File: config.mk
export PLATFORM = sky130hd
export DESIGN_NAME = ceau_unit
export DESIGN_NICKNAME = d
export VERILOG_FILES = /design/src/rtl/ceau_pkg.sv /design/src/rtl/ceau_unit.sv
export SDC_FILE = /design/constraint.sdc
export NUM_CORES = 1
export LEC_CHECK = 0
export BUFFER_PORTS_ARGS = -buffer_cell sky130_fd_sc_hd__buf_2
export CAP_MARGIN = 20
export CORE_ASPECT_RATIO = 0.9
export CORE_UTILIZATION = 53
export DETAILED_ROUTE_END_ITERATION = 10
export PLACE_DENSITY = 0.77
export RECOVER_POWER = 25
export SKIP_LAST_GASP = 1
export SYNTH_ARGS = -nofsm -noshare
export SYNTH_HDL_FRONTEND = slang
export SYNTH_SLANG_ARGS = --single-unit
File: constraint.sdc
create_clock -name i_clock -period 0.94 [get_ports i_clock]
set_clock_uncertainty 0.2 [all_clocks]
set_input_delay 0.094 -clock i_clock [delete_from_list [all_inputs] [get_ports i_clock]]
set_output_delay 0.094 -clock i_clock [all_outputs]
set_load 0.01 [all_outputs]
File: src/rtl/ceau_pkg.sv
// Package for the effective-address unit: addressing modes, opcode fields, widths.
// Assumes the surrounding core fetches opcode and operand bytes and supplies them.
package ceau_pkg;

  // ----------------------------------------------------------------
  // Widths and opcode fields
  // ----------------------------------------------------------------
  localparam int unsigned CEAU_AW        = 16;       // Address width.
  localparam int unsigned CEAU_DW        = 8;        // Data width.
  localparam logic [3:0]  CEAU_HI_BITBR  = 4'h0;     // High nibble of bit test and branch.
  localparam logic [3:0]  CEAU_HI_BITMOD = 4'h1;     // High nibble of bit set/clear.
  localparam logic [3:0]  CEAU_HI_RELBR  = 4'h2;     // High nibble of relative branches.
  localparam logic [3:0]  CEAU_HI_INHA   = 4'h4;     // Accumulator inherent column.
  localparam logic [3:0]  CEAU_HI_INHX   = 4'h5;     // Index inherent column.
  localparam logic [3:0]  CEAU_HI_IX1RMW = 4'h6;     // Read-modify-write, byte offset.
  localparam logic [3:0]  CEAU_HI_IXRMW  = 4'h7;     // Read-modify-write, no offset.
  localparam logic [3:0]  CEAU_HI_CTL0   = 4'h8;     // Control column.
  localparam logic [3:0]  CEAU_HI_CTL1   = 4'h9;     // Control column.
  localparam logic [3:0]  CEAU_HI_BSR    = 4'hA;     // Column holding the subroutine branch.
  localparam logic [3:0]  CEAU_HI_IDXW   = 4'hD;     // Register/memory, word offset.
  localparam logic [3:0]  CEAU_HI_IDXB   = 4'hE;     // Register/memory, byte offset.
  localparam logic [3:0]  CEAU_HI_IDX0   = 4'hF;     // Register/memory, no offset.
  localparam logic [3:0]  CEAU_LO_BSR    = 4'hD;     // Low nibble of subroutine branch.
  localparam logic [1:0]  CEAU_LEN_1     = 2'h1;     // One-byte instruction.
  localparam logic [1:0]  CEAU_LEN_2     = 2'h2;     // Two-byte instruction.
  localparam logic [1:0]  CEAU_LEN_3     = 2'h3;     // Three-byte instruction.
  localparam logic [15:0] CEAU_PC_RESET  = 16'h0000; // Reset value of held outputs.

  // ----------------------------------------------------------------
  // Types
  // ----------------------------------------------------------------
  typedef enum logic [2:0] {
    CEAU_MODE_OTHER         = 3'b000, // Mode handled elsewhere in the core.
    pc_relative_mode        = 3'b001,
    index_no_offset_mode    = 3'b010,
    index_byte_offset_mode  = 3'b011,
    index_word_offset_mode  = 3'b100,
    bit_modify_mode         = 3'b101,
    bit_branch_mode         = 3'b110,
    implied_operand_mode    = 3'b111
  } ceau_mode_t;

  // Request from the core: one whole instruction with its operand bytes.
  typedef struct packed {
    logic [7:0]  opcode;   // Opcode byte.
    logic [7:0]  byte2;    // Byte after the opcode.
    logic [7:0]  byte3;    // Third byte.
    logic [15:0] pc;       // Address of the opcode.
    logic [7:0]  index;    // Index register contents.
    logic        cond;     // Branch condition for relative mode.
    logic [7:0]  data;     // Operand byte read for bit test and branch.
  } ceau_req_t;

  // Result handed back to the core.
  typedef struct packed {
    ceau_mode_t  mode;      // Decoded addressing mode.
    logic [1:0]  length;    // Instruction length in bytes.
    logic [15:0] ea;        // Effective operand address.
    logic [15:0] next_pc;   // Next program counter.
    logic        taken;     // Branch taken.
    logic [2:0]  bit_num;   // Bit number from the opcode.
    logic        bit_val;   // Value for bit set (1) or clear (0).
    logic        carry_we;  // Carry flag write enable.
    logic        carry;     // New carry value.
  } ceau_res_t;

  // All module state.
  typedef struct packed {
    ceau_res_t res;  // Registered result.
    logic      vld;  // Result valid pulse.
  } ceau_state_t;

endpackage

File: src/rtl/ceau_unit.sv
// Effective-address and branch-target unit of the core.
// Assumes the core presents a whole instruction with its operand bytes in one
// cycle on i_req, and for bit test and branch the already fetched operand byte.
//
// How it works
// - relative branch adds offset only when true
// - relative reach minus 126 to plus 129
// - no-offset index uses index register directly
// - byte offset adds index and byte unsigned
// - word offset adds index and word unsigned
// - bit modify takes bit and direct address
// - bit branch tests polarity, adds byte three
// - bit branch reach minus 125 to 130
// - tested bit always copied into carry
// - inherent decoded from opcode, one byte
`timescale 1ns/1ps

module ceau_unit
  import ceau_pkg::*;
(
  input  wire logic      i_clock,   // Core bus clock, 25 MHz.
  input  wire logic      i_reset_n, // Asynchronous reset, active low.
  input  wire logic      i_valid,   // Instruction present on i_req.
  input  wire ceau_req_t i_req,     // Instruction and operands.
  output logic           o_valid,   // Result valid, one cycle.
  output ceau_res_t      o_res      // Registered result.
);

  // ----------------------------------------------------------------
  // Helpers
  // ----------------------------------------------------------------

  // Branch target: address after the whole instruction plus signed offset.
  // The 16-bit add wraps, as the program counter does.
  function automatic logic [15:0] ceau_target(input logic [15:0] pc,
                                              input logic [1:0]  len,
                                              input logic [7:0]  off);
    logic [15:0] nxt;
    nxt = pc + {14'h0000, len};
    return nxt + {{8{off[7]}}, off};
  endfunction

  // Address after the whole instruction, used when no branch is taken.
  function automatic logic [15:0] ceau_fall(input logic [15:0] pc,
                                            input logic [1:0]  len);
    return pc + {14'h0000, len};
  endfunction

  // ----------------------------------------------------------------
  // State
  // ----------------------------------------------------------------
  ceau_state_t state_q; // Registered state.
  ceau_state_t state_d; // Next state.
  logic [3:0]  hi;      // Opcode high nibble.
  logic [3:0]  lo;      // Opcode low nibble.
  logic        tbit;    // Bit under test.

  assign hi = i_req.opcode[7:4];
  assign lo = i_req.opcode[3:0];
  assign tbit = i_req.data[i_req.opcode[3:1]];

  // ----------------------------------------------------------------
  // Decode and address arithmetic
  // ----------------------------------------------------------------

  // Everything is worked out in one pass; the core sees it a cycle later.
  always_comb begin
    state_d              = state_q;
    state_d.vld          = i_valid;
    if (i_valid) begin
      state_d.res          = '0;
      state_d.res.mode     = CEAU_MODE_OTHER;
      state_d.res.length   = CEAU_LEN_2;
      state_d.res.next_pc  = ceau_fall(i_req.pc, CEAU_LEN_2);
      state_d.res.bit_num  = i_req.opcode[3:1];
      case (hi)
        CEAU_HI_BITBR: begin
          state_d.res.mode    = bit_branch_mode;
          state_d.res.length  = CEAU_LEN_3;
          state_d.res.ea      = {8'h00, i_req.byte2};
          state_d.res.carry_we = 1'b1;
          state_d.res.carry    = tbit;
          // Even opcodes branch on set, odd ones on clear.
          state_d.res.taken    = (tbit != i_req.opcode[0]);
          state_d.res.next_pc  = state_d.res.taken ?
                                 ceau_target(i_req.pc, CEAU_LEN_3, i_req.byte3) :
                                 ceau_fall(i_req.pc, CEAU_LEN_3);
        end
        CEAU_HI_BITMOD: begin
          state_d.res.mode    = bit_modify_mode;
          state_d.res.ea      = {8'h00, i_req.byte2};
          state_d.res.bit_val = ~i_req.opcode[0];
        end
        CEAU_HI_RELBR: begin
          state_d.res.mode    = pc_relative_mode;
          state_d.res.taken   = i_req.cond;
          state_d.res.next_pc = i_req.cond ?
                                ceau_target(i_req.pc, CEAU_LEN_2, i_req.byte2) :
                                ceau_fall(i_req.pc, CEAU_LEN_2);
        end
        CEAU_HI_INHA, CEAU_HI_INHX, CEAU_HI_CTL0, CEAU_HI_CTL1: begin
          state_d.res.mode    = implied_operand_mode;
          state_d.res.length  = CEAU_LEN_1;
          state_d.res.next_pc = ceau_fall(i_req.pc, CEAU_LEN_1);
        end
        CEAU_HI_IDXW: begin
          state_d.res.mode    = index_word_offset_mode;
          state_d.res.length  = CEAU_LEN_3;
          state_d.res.ea      = {i_req.byte2, i_req.byte3} + {8'h00, i_req.index};
          state_d.res.next_pc = ceau_fall(i_req.pc, CEAU_LEN_3);
        end
        CEAU_HI_IDXB, CEAU_HI_IX1RMW: begin
          state_d.res.mode    = index_byte_offset_mode;
          state_d.res.ea      = {8'h00, i_req.byte2} + {8'h00, i_req.index};
        end
        CEAU_HI_IDX0, CEAU_HI_IXRMW: begin
          state_d.res.mode    = index_no_offset_mode;
          state_d.res.length  = CEAU_LEN_1;
          state_d.res.ea      = {8'h00, i_req.index};
          state_d.res.next_pc = ceau_fall(i_req.pc, CEAU_LEN_1);
        end
        default: begin
          // Subroutine branch uses relative mode and always branches.
          // subroutine branch, condition always true
          if (lo == CEAU_LO_BSR && hi == CEAU_HI_BSR) begin
            state_d.res.mode    = pc_relative_mode;
            state_d.res.taken   = 1'b1;
            state_d.res.next_pc = ceau_target(i_req.pc, CEAU_LEN_2, i_req.byte2);
          end
        end
      endcase
    end
  end

  // ----------------------------------------------------------------
  // State register
  // ----------------------------------------------------------------

  // Held result stays readable after the valid pulse until the next request.
  always_ff @(posedge i_clock or negedge i_reset_n) begin
    if (!i_reset_n) begin
      state_q <= '0;
    end else begin
      state_q <= state_d;
    end
  end

  assign o_valid = state_q.vld;
  assign o_res   = state_q.res;

endmodule

==> results of run 1 <==
[cells by family after synthesis]
| kind of cell | share of synthesized area |
|---|---|
| flops | 0.192 |
| buf+inv | 0.0505 |
| xor+xnor | 0.102 |
| mux | 0.0352 |
| compound gates | 0.285 |
| fa+ha+maj | 0.124 |
| simple gates | 0.211 |
[cells in the mapped netlist, types with 11 or more instances]
cell type / count
nor3_1: 18
clkbuf_1: 18
a31oi_1: 15
inv_1: 26
dfrtp_1: 45
a21oi_1: 55
nor2_1: 59
a21o_1: 14
o21ai_0: 43
ha_1: 52
a211oi_1: 11
nand3_1: 19
xor2_1: 24
xnor2_1: 41
buf_2: 15
nand2_1: 76
[metal layers]
metal | global-route usage | GRT overflow
met5 | 0.163 | 1
met1 | 0.762 | 3
met3 | 0.536 | 5
met2 | 0.981 | 64
met4 | 0.835 | 44
[metrics by stage]
step	setup WS (ns)	cells	cell area, um^2	util	setup TNS, ns
after global placement	-2.22	1204	8830	0.817	-55.54
after detailed placement	-2.39	1204	8830	0.817	-58.47
after floorplan	-2.06	742	6490	-	-38.22
after CTS	-1.76	1276	10300	0.954	-48.50
[what timing repair did]
action / CTS
pin swaps: 95
gates resized for setup: 169
setup endpoints to repair: 88
hold buffers: 1
endpoints found under the hold margin: 49
buffers inserted: 66
==> summary.md, run 1 <==
| Metric | Value |
|---|---|
| Overflow after GRT | `approximately 120` |
| Run Error | `[ERROR GRT-0116] Global routing finished with congestion. Check the congestion regions in the DRC Viewer.` |
| Synth top area cells | `dfrtp_1 (19%), ha_1 (11%), xnor2_1 (6.1%)` |
| I/O pins | `about 110` |
| Number of flops mapped to enable cells by yosys | `0` |
| Die Ht | `102 um` |
| GPL Wtd Cong | `about 0.98` |
| Post-DP HPWL | `around 20,000 um` |
| Cell variety after synth | `between 80 and 90` |
| Sequential area share after synthesis | `0.192` |
| Clk buf depth | `2` |
| Synth Area per Inst | `around 8 um^2` |
| Failed at | `global routing` |
| Total CTS buffers | `5` |
| Status | `did not finish` |
| Initial core utilization | `0.543` |
| H-tree levels | `2` |
| CTS Sinks | `45` |
| CTS Root Cell | `clkbuf_16` |
| Pin count of the biggest net entering global routing | `46` |
| Vias in the first global route | `10,800` |
| Area leader, netlist | `dfrtp_1` |
| Synth Net Count | `858` |
| Row cnt | `36` |
| #FFs+latches synth | `45` |
| Mapped Area | `5870 um^2` |
| Synth Instances | `742` |
| Yosys warns | `0` |
| Die X-Extent | `between 100 and 150 um` |
| Port bufs | `between 100 and 150` |
| First-pass GRT wire length | `about 66,000 um` |
| Post-synth top area share | `0.192` |
| Main synth FF type | `dfrtp_1` |
| Gr usage total | `0.763` |
| Async set-reset flop share out of synthesis | `1.00` |
==> run 2: changes to the inputs <==
- CORE_ASPECT_RATIO: 0.9 -> default
- CORE_UTILIZATION: 53 -> 40
- PLACE_DENSITY: 0.77 -> default
- PLACE_DENSITY_LB_ADDON: default -> 0.15
- clock period: 0.94 -> 1.22 ns (I/O delays scaled with it)
==> summary.md, run 2 <==
| Metric | Value |
|---|---|
| Tcrit/Tclk final | `2.30` |
| Async set-reset flop share out of synthesis | `1.00 (unchanged)` |
| Area Growth Syn to Fin | `82.8%` |
| Clk buf depth | `2 (unchanged)` |
| Synth Area per Inst | `7.91 um^2 (unchanged)` |
| Final wirelength | `around 27,000 um` |
| Most frequent cells after synthesis | `nand2_1 (76), nor2_1 (59), a21oi_1 (55)` |
| Violations in the final reports | `negative setup slack` |
| CP Launch Type | `primary input` |
| CTS Sinks | `45 (unchanged)` |
| Layout cell share with drive strength beyond 1 | `0.549` |
| Worst-Skew Late Latency | `slightly above 0.3 ns` |
| Yosys warns | `0 (unchanged)` |
| Initial core utilization | `0.416 (-0.127)` |
| Drt drc | `0` |
| CTS Root Cell | `clkbuf_16` |
| Worst Path Required | `about 1.2 ns` |
| Post-DP HPWL | `19,800 um (about the same)` |
| Port bufs | `104 (unchanged)` |
| CTS tree | `done` |
| Pwr Total | `roughly 8.4 mW` |
| Initial antenna violation count | `0` |
| Synth Area in Simple Gates | `0.211 (unchanged)` |
| Initial detailed-routing violation count | `667` |
| Final hold viol count | `0` |
| Maximum vdd drop | `roughly 570 uV` |
| Largest family of logic cells by synthesized area | `compound AO/OA/AOI/OAI gates` |
| Status | `finished with violations` |
| Most frequent cell after synthesis | `nand2_1` |
| Pin count of the biggest net entering global routing | `46` |
| Setup ws final | `-1.58 ns` |
| Mapped Area | `5870 um^2 (unchanged)` |
| Vias per cell | `slightly below 6` |
| Overflow after GRT | `0` |
| GPL Wtd Cong | `0.943 (-4.1%)` |
| Routed wire length per instance | `a little over 20 um` |
| Count of final setup violators | `slightly above 40` |
| Vias | `about 7,800` |
| Synth Instances | `742 (unchanged)` |
| Main synth FF type | `dfrtp_1` |
| Arrival time at the worst endpoint | `~2.8 ns` |
| Die area | `15,200 um^2` |
| Most common cell after layout, fill and taps aside | `buf_4` |
| Most frequent cells in the layout | `buf_4 (287), buf_2 (94), nand2_1 (68)` |
| Crit Path Class | `in -> reg` |
| RSZ-0062 raised after global routing | `true` |
| Net count reported at finish | `between 1,000 and 1,500` |
| Gr usage total | `0.345` |
| Vias in the first global route | `7,542` |
| Crit path max fanout | `5` |
| Synth Net Count | `858 (unchanged)` |
| Max Slew Vio Count | `0` |
| First-pass GRT wire length | `approximately 40,000 um` |
| Die Ht | `123 um (+21%)` |
| Critical path endpoint category | `flip-flop` |
| LEAKAGE | `approximately 4.9 nW` |
| CORE AREA | `roughly 14,000 um^2` |
| Largest register FFs | `44` |
| Clk pin slew, worst setup/hold paths | `0.09 ns` |
| Hold WC Path Type | `in -> reg` |
| Die X-Extent | `123 um (+9.0%)` |
| Post-synthesis xor/xnor area fraction | `0.102 (unchanged)` |
| Pwr Density | `about 780 nW/um^2` |
| FMAX | `357 MHz` |
| Worst Tran Pin Value | `0.676 ns` |
| Placed cell area | `8940 um^2 (+1.3%)` |
| Area leader, netlist | `dfrtp_1` |
| Inserted Diodes | `0` |
| Drt first pass iters | `5` |
| Synth top area cells | `dfrtp_1 (19%), ha_1 (11%), xnor2_1 (6.1%)` |
| Row cnt | `43 (+19%)` |
| H-tree levels | `2 (unchanged)` |
| Post-synth top area share | `0.192 (unchanged)` |
| Cell variety after synth | `82 (unchanged)` |
| Number of flops mapped to enable cells by yosys | `0 (unchanged)` |
| Max_slew headroom | `0.549` |
| Total CTS buffers | `5 (unchanged)` |
| #FFs+latches synth | `45 (unchanged)` |
| Final min period | `roughly 2.8 ns` |
| Max-cap viol count | `0` |
| Routed Antenna Nets | `0` |
| Sequential area share after synthesis | `0.192 (unchanged)` |
| Design Area, Final | `about 11,000 um^2` |
| I/O pins | `105 (unchanged)` |
| Compound-cell area share of the yosys netlist | `0.285 (unchanged)` |
| Setup TNS | `-31.60 ns` |
| Adder-cell share of the synthesized area | `0.124 (unchanged)` |
| Mux cell area share after synthesis | `0.0352 (unchanged)` |
-- run 2: repair_timing --
| action | 4_1_cts | 5_1_grt |
|---|---|---|
| buffers inserted | 36 | 37 |
| pin swaps | 80 | 102 |
| endpoints found under the setup margin | 37 | 40 |
| endpoints found under the hold margin | 46 | 0 |
| gates cloned | 0 | 2 |
| hold buffers | 2 | 0 |
| resized for setup | 113 | 100 |
-- run 2: routing by layer --
metal  track usage  vias to the layer above  part of all wire  wire, um
met1         0.444                     3784              0.43     11600
met4         0.117                        0             0.027       744
met2         0.590                      326              0.49     13400
met5             0                        -                 0         0
met3        0.0457                       66             0.058      1590
li1              -                     3578                 -         -
-- run 2: path summary, 6_finish.rpt --
path | from | endpoint | slack (ns) | cells past startpoint
min in group asynchronous | i_reset_n | o_res[14] | 0.20 | 3
max in group asynchronous | i_reset_n | o_res[40] | 0.27 | 3
worst min register to register | o_res[43] | o_res[43] | 0.27 | 2
worst max register to register | o_res[22] | o_res[22] | 0.08 | 4
worst max-delay path | i_req[18] | o_res[22] | -1.58 | 17
worst min-delay path | i_req[52] | o_res[5] | 0.007 | 3
-- run 2: logic make-up (layout without fill, tap and decap cells) --
| family | after synthesis | in the layout |
|---|---|---|
| AO/OA/AOI/OAI | 246 | 246 |
| XOR/XNOR | 66 | 66 |
| adder cells (fa/ha/maj) | 56 | 56 |
| buffers and inverters | 67 | 474 |
| flip-flops | 45 | 45 |
| multiplexers | 15 | 15 |
| AND/OR/NAND/NOR | 247 | 247 |
-- run 2: metrics by stage --
| step | setup WS (ns) | hold slack, ns | instances | util |
|---|---|---|---|---|
| floorplan | -1.81 | -0.374 | 742 | - |
| global placement | -2.10 | -0.0720 | 1258 | 0.634 |
| detailed placement | -2.15 | -0.0647 | 1258 | 0.634 |
| CTS | -1.54 | 0.00846 | 1301 | 0.709 |
| global route | -1.68 | 0.0257 | 1329 | 0.761 |
| finish | -1.58 | 0.00739 | 1329 | 0.761 |
-- run 2: area by class of cell --
type,instances,area (um^2)
fillers,1011,3370
well taps,180,225
inverters,26,108
flip-flops and latches,45,1130
multi-input cells,630,5680
repair buffers,440,3410
clock buffers,6,139
clock inverters,2,37.5
-- run 2: critical path: stages --
cell and delay (ns):
buf_8 0.11, buf_6 0.12, inv_6 0.06, ha_4 0.14, a21oi_4 0.07, or3_4 0.38, buf_6 0.14, xor2_2 0.18
inv_2 0.06, ha_4 0.28, o21ai_2 0.06, a21oi_2 0.18, nand4_1 0.19, a31o_2 0.30, xor2_2 0.20, nand4b_1 0.13
nand3_1 0.08
-- run 2: where the power goes --
| group | total (mW) | switching [mW] | internal [mW] |
|---|---|---|---|
| sequential | 1.74 | 0.0934 | 1.64 |
| combinational | 4.89 | 2.40 | 2.49 |
| clock | 1.79 | 0.759 | 1.03 |
| total | 8.41 | 3.26 | 5.16 |
(Power assumes the default switching activity.)
==> run 3: changes to the inputs <==
- HOLD_SLACK_MARGIN: default -> 0.02
==> summary.md, run 3 (synthesis results as in run 2) <==
| Metric | Value |
|---|---|
| Count of final setup violators | `40 (-2.4%)` |
| Most frequent CP cell | `a31o_1` |
| Overflow after GRT | `0 (unchanged)` |
| CTS Sinks | `45 (unchanged)` |
| CTS tree | `done` |
| H-tree levels | `2 (unchanged)` |
| Cell Chain, Critical Path | `buf_2 -> and4_1 -> and2_4 -> nand3_4 -> xnor2_4 -> ha_4 -> a21o_1 -> o2bb2ai_1 -> a31o_1 -> o31ai_4 -> a21oi_2 -> or4_1 -> a31o_1 -> nand3_1` |
| LEAKAGE | `4.95 nW (+0.41%)` |
| Drt first pass iters | `7 (+2)` |
| Initial antenna violation count | `0 (unchanged)` |
| Row cnt | `43 (unchanged)` |
| Layout cell share with drive strength beyond 1 | `0.551 (+0.00165)` |
| Initial detailed-routing violation count | `554 (-17%)` |
| Worst-Skew Late Latency | `0.31 ns (about the same)` |
| Max_slew headroom | `0.551 (+0.00175)` |
| Max-cap viol count | `0 (unchanged)` |
| Crit path max fanout | `5 (unchanged)` |
| Final min period | `2.77 ns (-0.0350 ns)` |
| Setup ws final | `-1.55 ns (+0.0350 ns)` |
| Most common cell after layout, fill and taps aside | `buf_4` |
| Largest register FFs | `44 (unchanged)` |
| CORE AREA | `14,100 um^2 (unchanged)` |
| Vias | `7,765 (+0.14%)` |
| Vias per cell | `5.83 (about the same)` |
| Fillers | `990 (-2.1%)` |
| Crit Path Class | `in -> reg` |
| Area Growth Syn to Fin | `84.0%` |
| Max Slew Vio Count | `0 (unchanged)` |
| Slowest-stage cell, CP | `or4_1` |
| Post-DP HPWL | `19,800 um (unchanged)` |
| Pin count of the biggest net entering global routing | `46 (unchanged)` |
| Worst Tran Pin Value | `0.674 ns (-0.00263 ns)` |
| Port bufs | `104 (unchanged)` |
| Clk buf depth | `2 (unchanged)` |
| Violations in the final reports | `negative setup slack` |
| Gr usage total | `0.345 (about the same)` |
| Vias in the first global route | `7,555 (+0.17%)` |
| Die X-Extent | `123 um (unchanged)` |
| Most frequent cells in the layout | `buf_4 (288), buf_2 (93), nand2_1 (67)` |
| Final wirelength | `27,000 um (-1.3%)` |
| Routed Antenna Nets | `0 (unchanged)` |
| Tcrit/Tclk final | `2.27 (-0.0287)` |
| FMAX | `362 MHz (+1.3%)` |
| GPL Wtd Cong | `0.943 (unchanged)` |
| Design Area, Final | `10,800 um^2 (+0.65%)` |
| Final hold viol count | `0 (unchanged)` |
| Slowest stage delay, CP | `0.42 ns (+0.04 ns)` |
| First-pass GRT wire length | `39,700 um (-0.12%)` |
| Total CTS buffers | `5 (unchanged)` |
| CP Launch Type | `primary input` |
| Worst Path Required | `1.27 ns (+0.05 ns)` |
| Routed wire length per instance | `20.3 um (-1.5%)` |
| Drt drc | `0 (unchanged)` |
| Pwr Total | `8.41 mW (about the same)` |
| I/O pins | `105 (unchanged)` |
| Arrival time at the worst endpoint | `2.82 ns (+0.02 ns)` |
| CTS Root Cell | `clkbuf_16` |
| FF/Latch Area | `1130 um^2 (unchanged)` |
| Maximum vdd drop | `537 uV (-6.5%)` |
| Status | `finished with violations` |
| Initial core utilization | `0.416 (unchanged)` |
| Inserted Diodes | `0 (unchanged)` |
| Die area | `15,200 um^2 (unchanged)` |
| Critical path endpoint category | `flip-flop` |
| Multi-input combinational cell area | `5740 um^2 (+0.90%)` |
| Pwr Density | `779 nW/um^2 (-0.72%)` |
| Clk pin slew, worst setup/hold paths | `0.09 ns (about the same)` |
| Hold WC Path Type | `in -> reg` |
| Net count reported at finish | `1,266 (+0.16%)` |
| Placed cell area | `8940 um^2 (unchanged)` |
| RSZ-0062 raised after global routing | `true` |
| Die Ht | `123 um (unchanged)` |
[run 3: cell type report]
type | instances | area share
multi-input cells | 630 | 0.531
repair buffers | 442 | 0.317
flip-flops and latches | 45 | 0.104
well taps | 180 | 0.0209
clock buffers | 6 | 0.0129
inverters | 26 | 0.00997
clock inverters | 2 | 0.00348
[run 3: layer usage]
| layer | global-route usage | wire length (um) | up-vias |
|---|---|---|---|
| met3 | 0.0420 | 1630 | 65 |
| li1 | - | - | 3581 |
| met5 | 0 | 0 | - |
| met4 | 0.120 | 840 | 0 |
| met1 | 0.447 | 11400 | 3806 |
| met2 | 0.588 | 13100 | 313 |
[run 3: worst max-delay path, delay by kind of cell]
kind                       cells  cell delay, ns
buffers and inverters          1            0.13
adders and majority gates      1            0.25
and+or+nand+nor                5            0.96
xor gates and xnor gates       1            0.20
AOI/OAI and AO/OA              6            1.14
[run 3: what timing repair did]
action,in CTS,in global routing
resized for setup,113,111
hold buffers,5,0
endpoints found under the hold margin,49,0
buffers inserted,36,39
pin swaps,80,102
endpoints found under the setup margin,37,40
gates cloned,0,2
[run 3: path summary, 6_finish.rpt]
check	depth (start not counted)	slack (ns)	start	endpoint
worst max-delay path	14	-1.55	i_req[20]	o_res[22]
worst min-delay path	4	0.05	i_req[12]	o_res[26]
worst max register to register	4	0.09	o_res[22]	o_res[22]
worst min register to register	1	0.27	o_res[29]	o_res[29]
max in group asynchronous	3	0.28	i_reset_n	o_res[40]
min in group asynchronous	3	0.19	i_reset_n	o_res[14]
[run 3: metrics by stage]
stage                     TNS (ns)  utilization  setup slack, ns  hold WS, ns  instances
after floorplan             -27.59            -            -1.81       -0.374        742
after global placement      -45.86        0.634            -2.10      -0.0720       1258
after detailed placement    -47.19        0.634            -2.15      -0.0647       1258
after CTS                   -30.48        0.711            -1.54       0.0606       1304
after global routing        -34.59        0.766            -1.66       0.0894       1331
final                       -31.40        0.766            -1.55       0.0546       1331
[run 3: power by group]
group / leakage, nW / total (mW) / internal, mW / switching, mW
clock network: 0.0831 / 1.77 / 1.03 / 0.742
registers: 0.563 / 1.73 / 1.64 / 0.0907
logic: 4.30 / 4.90 / 2.51 / 2.40
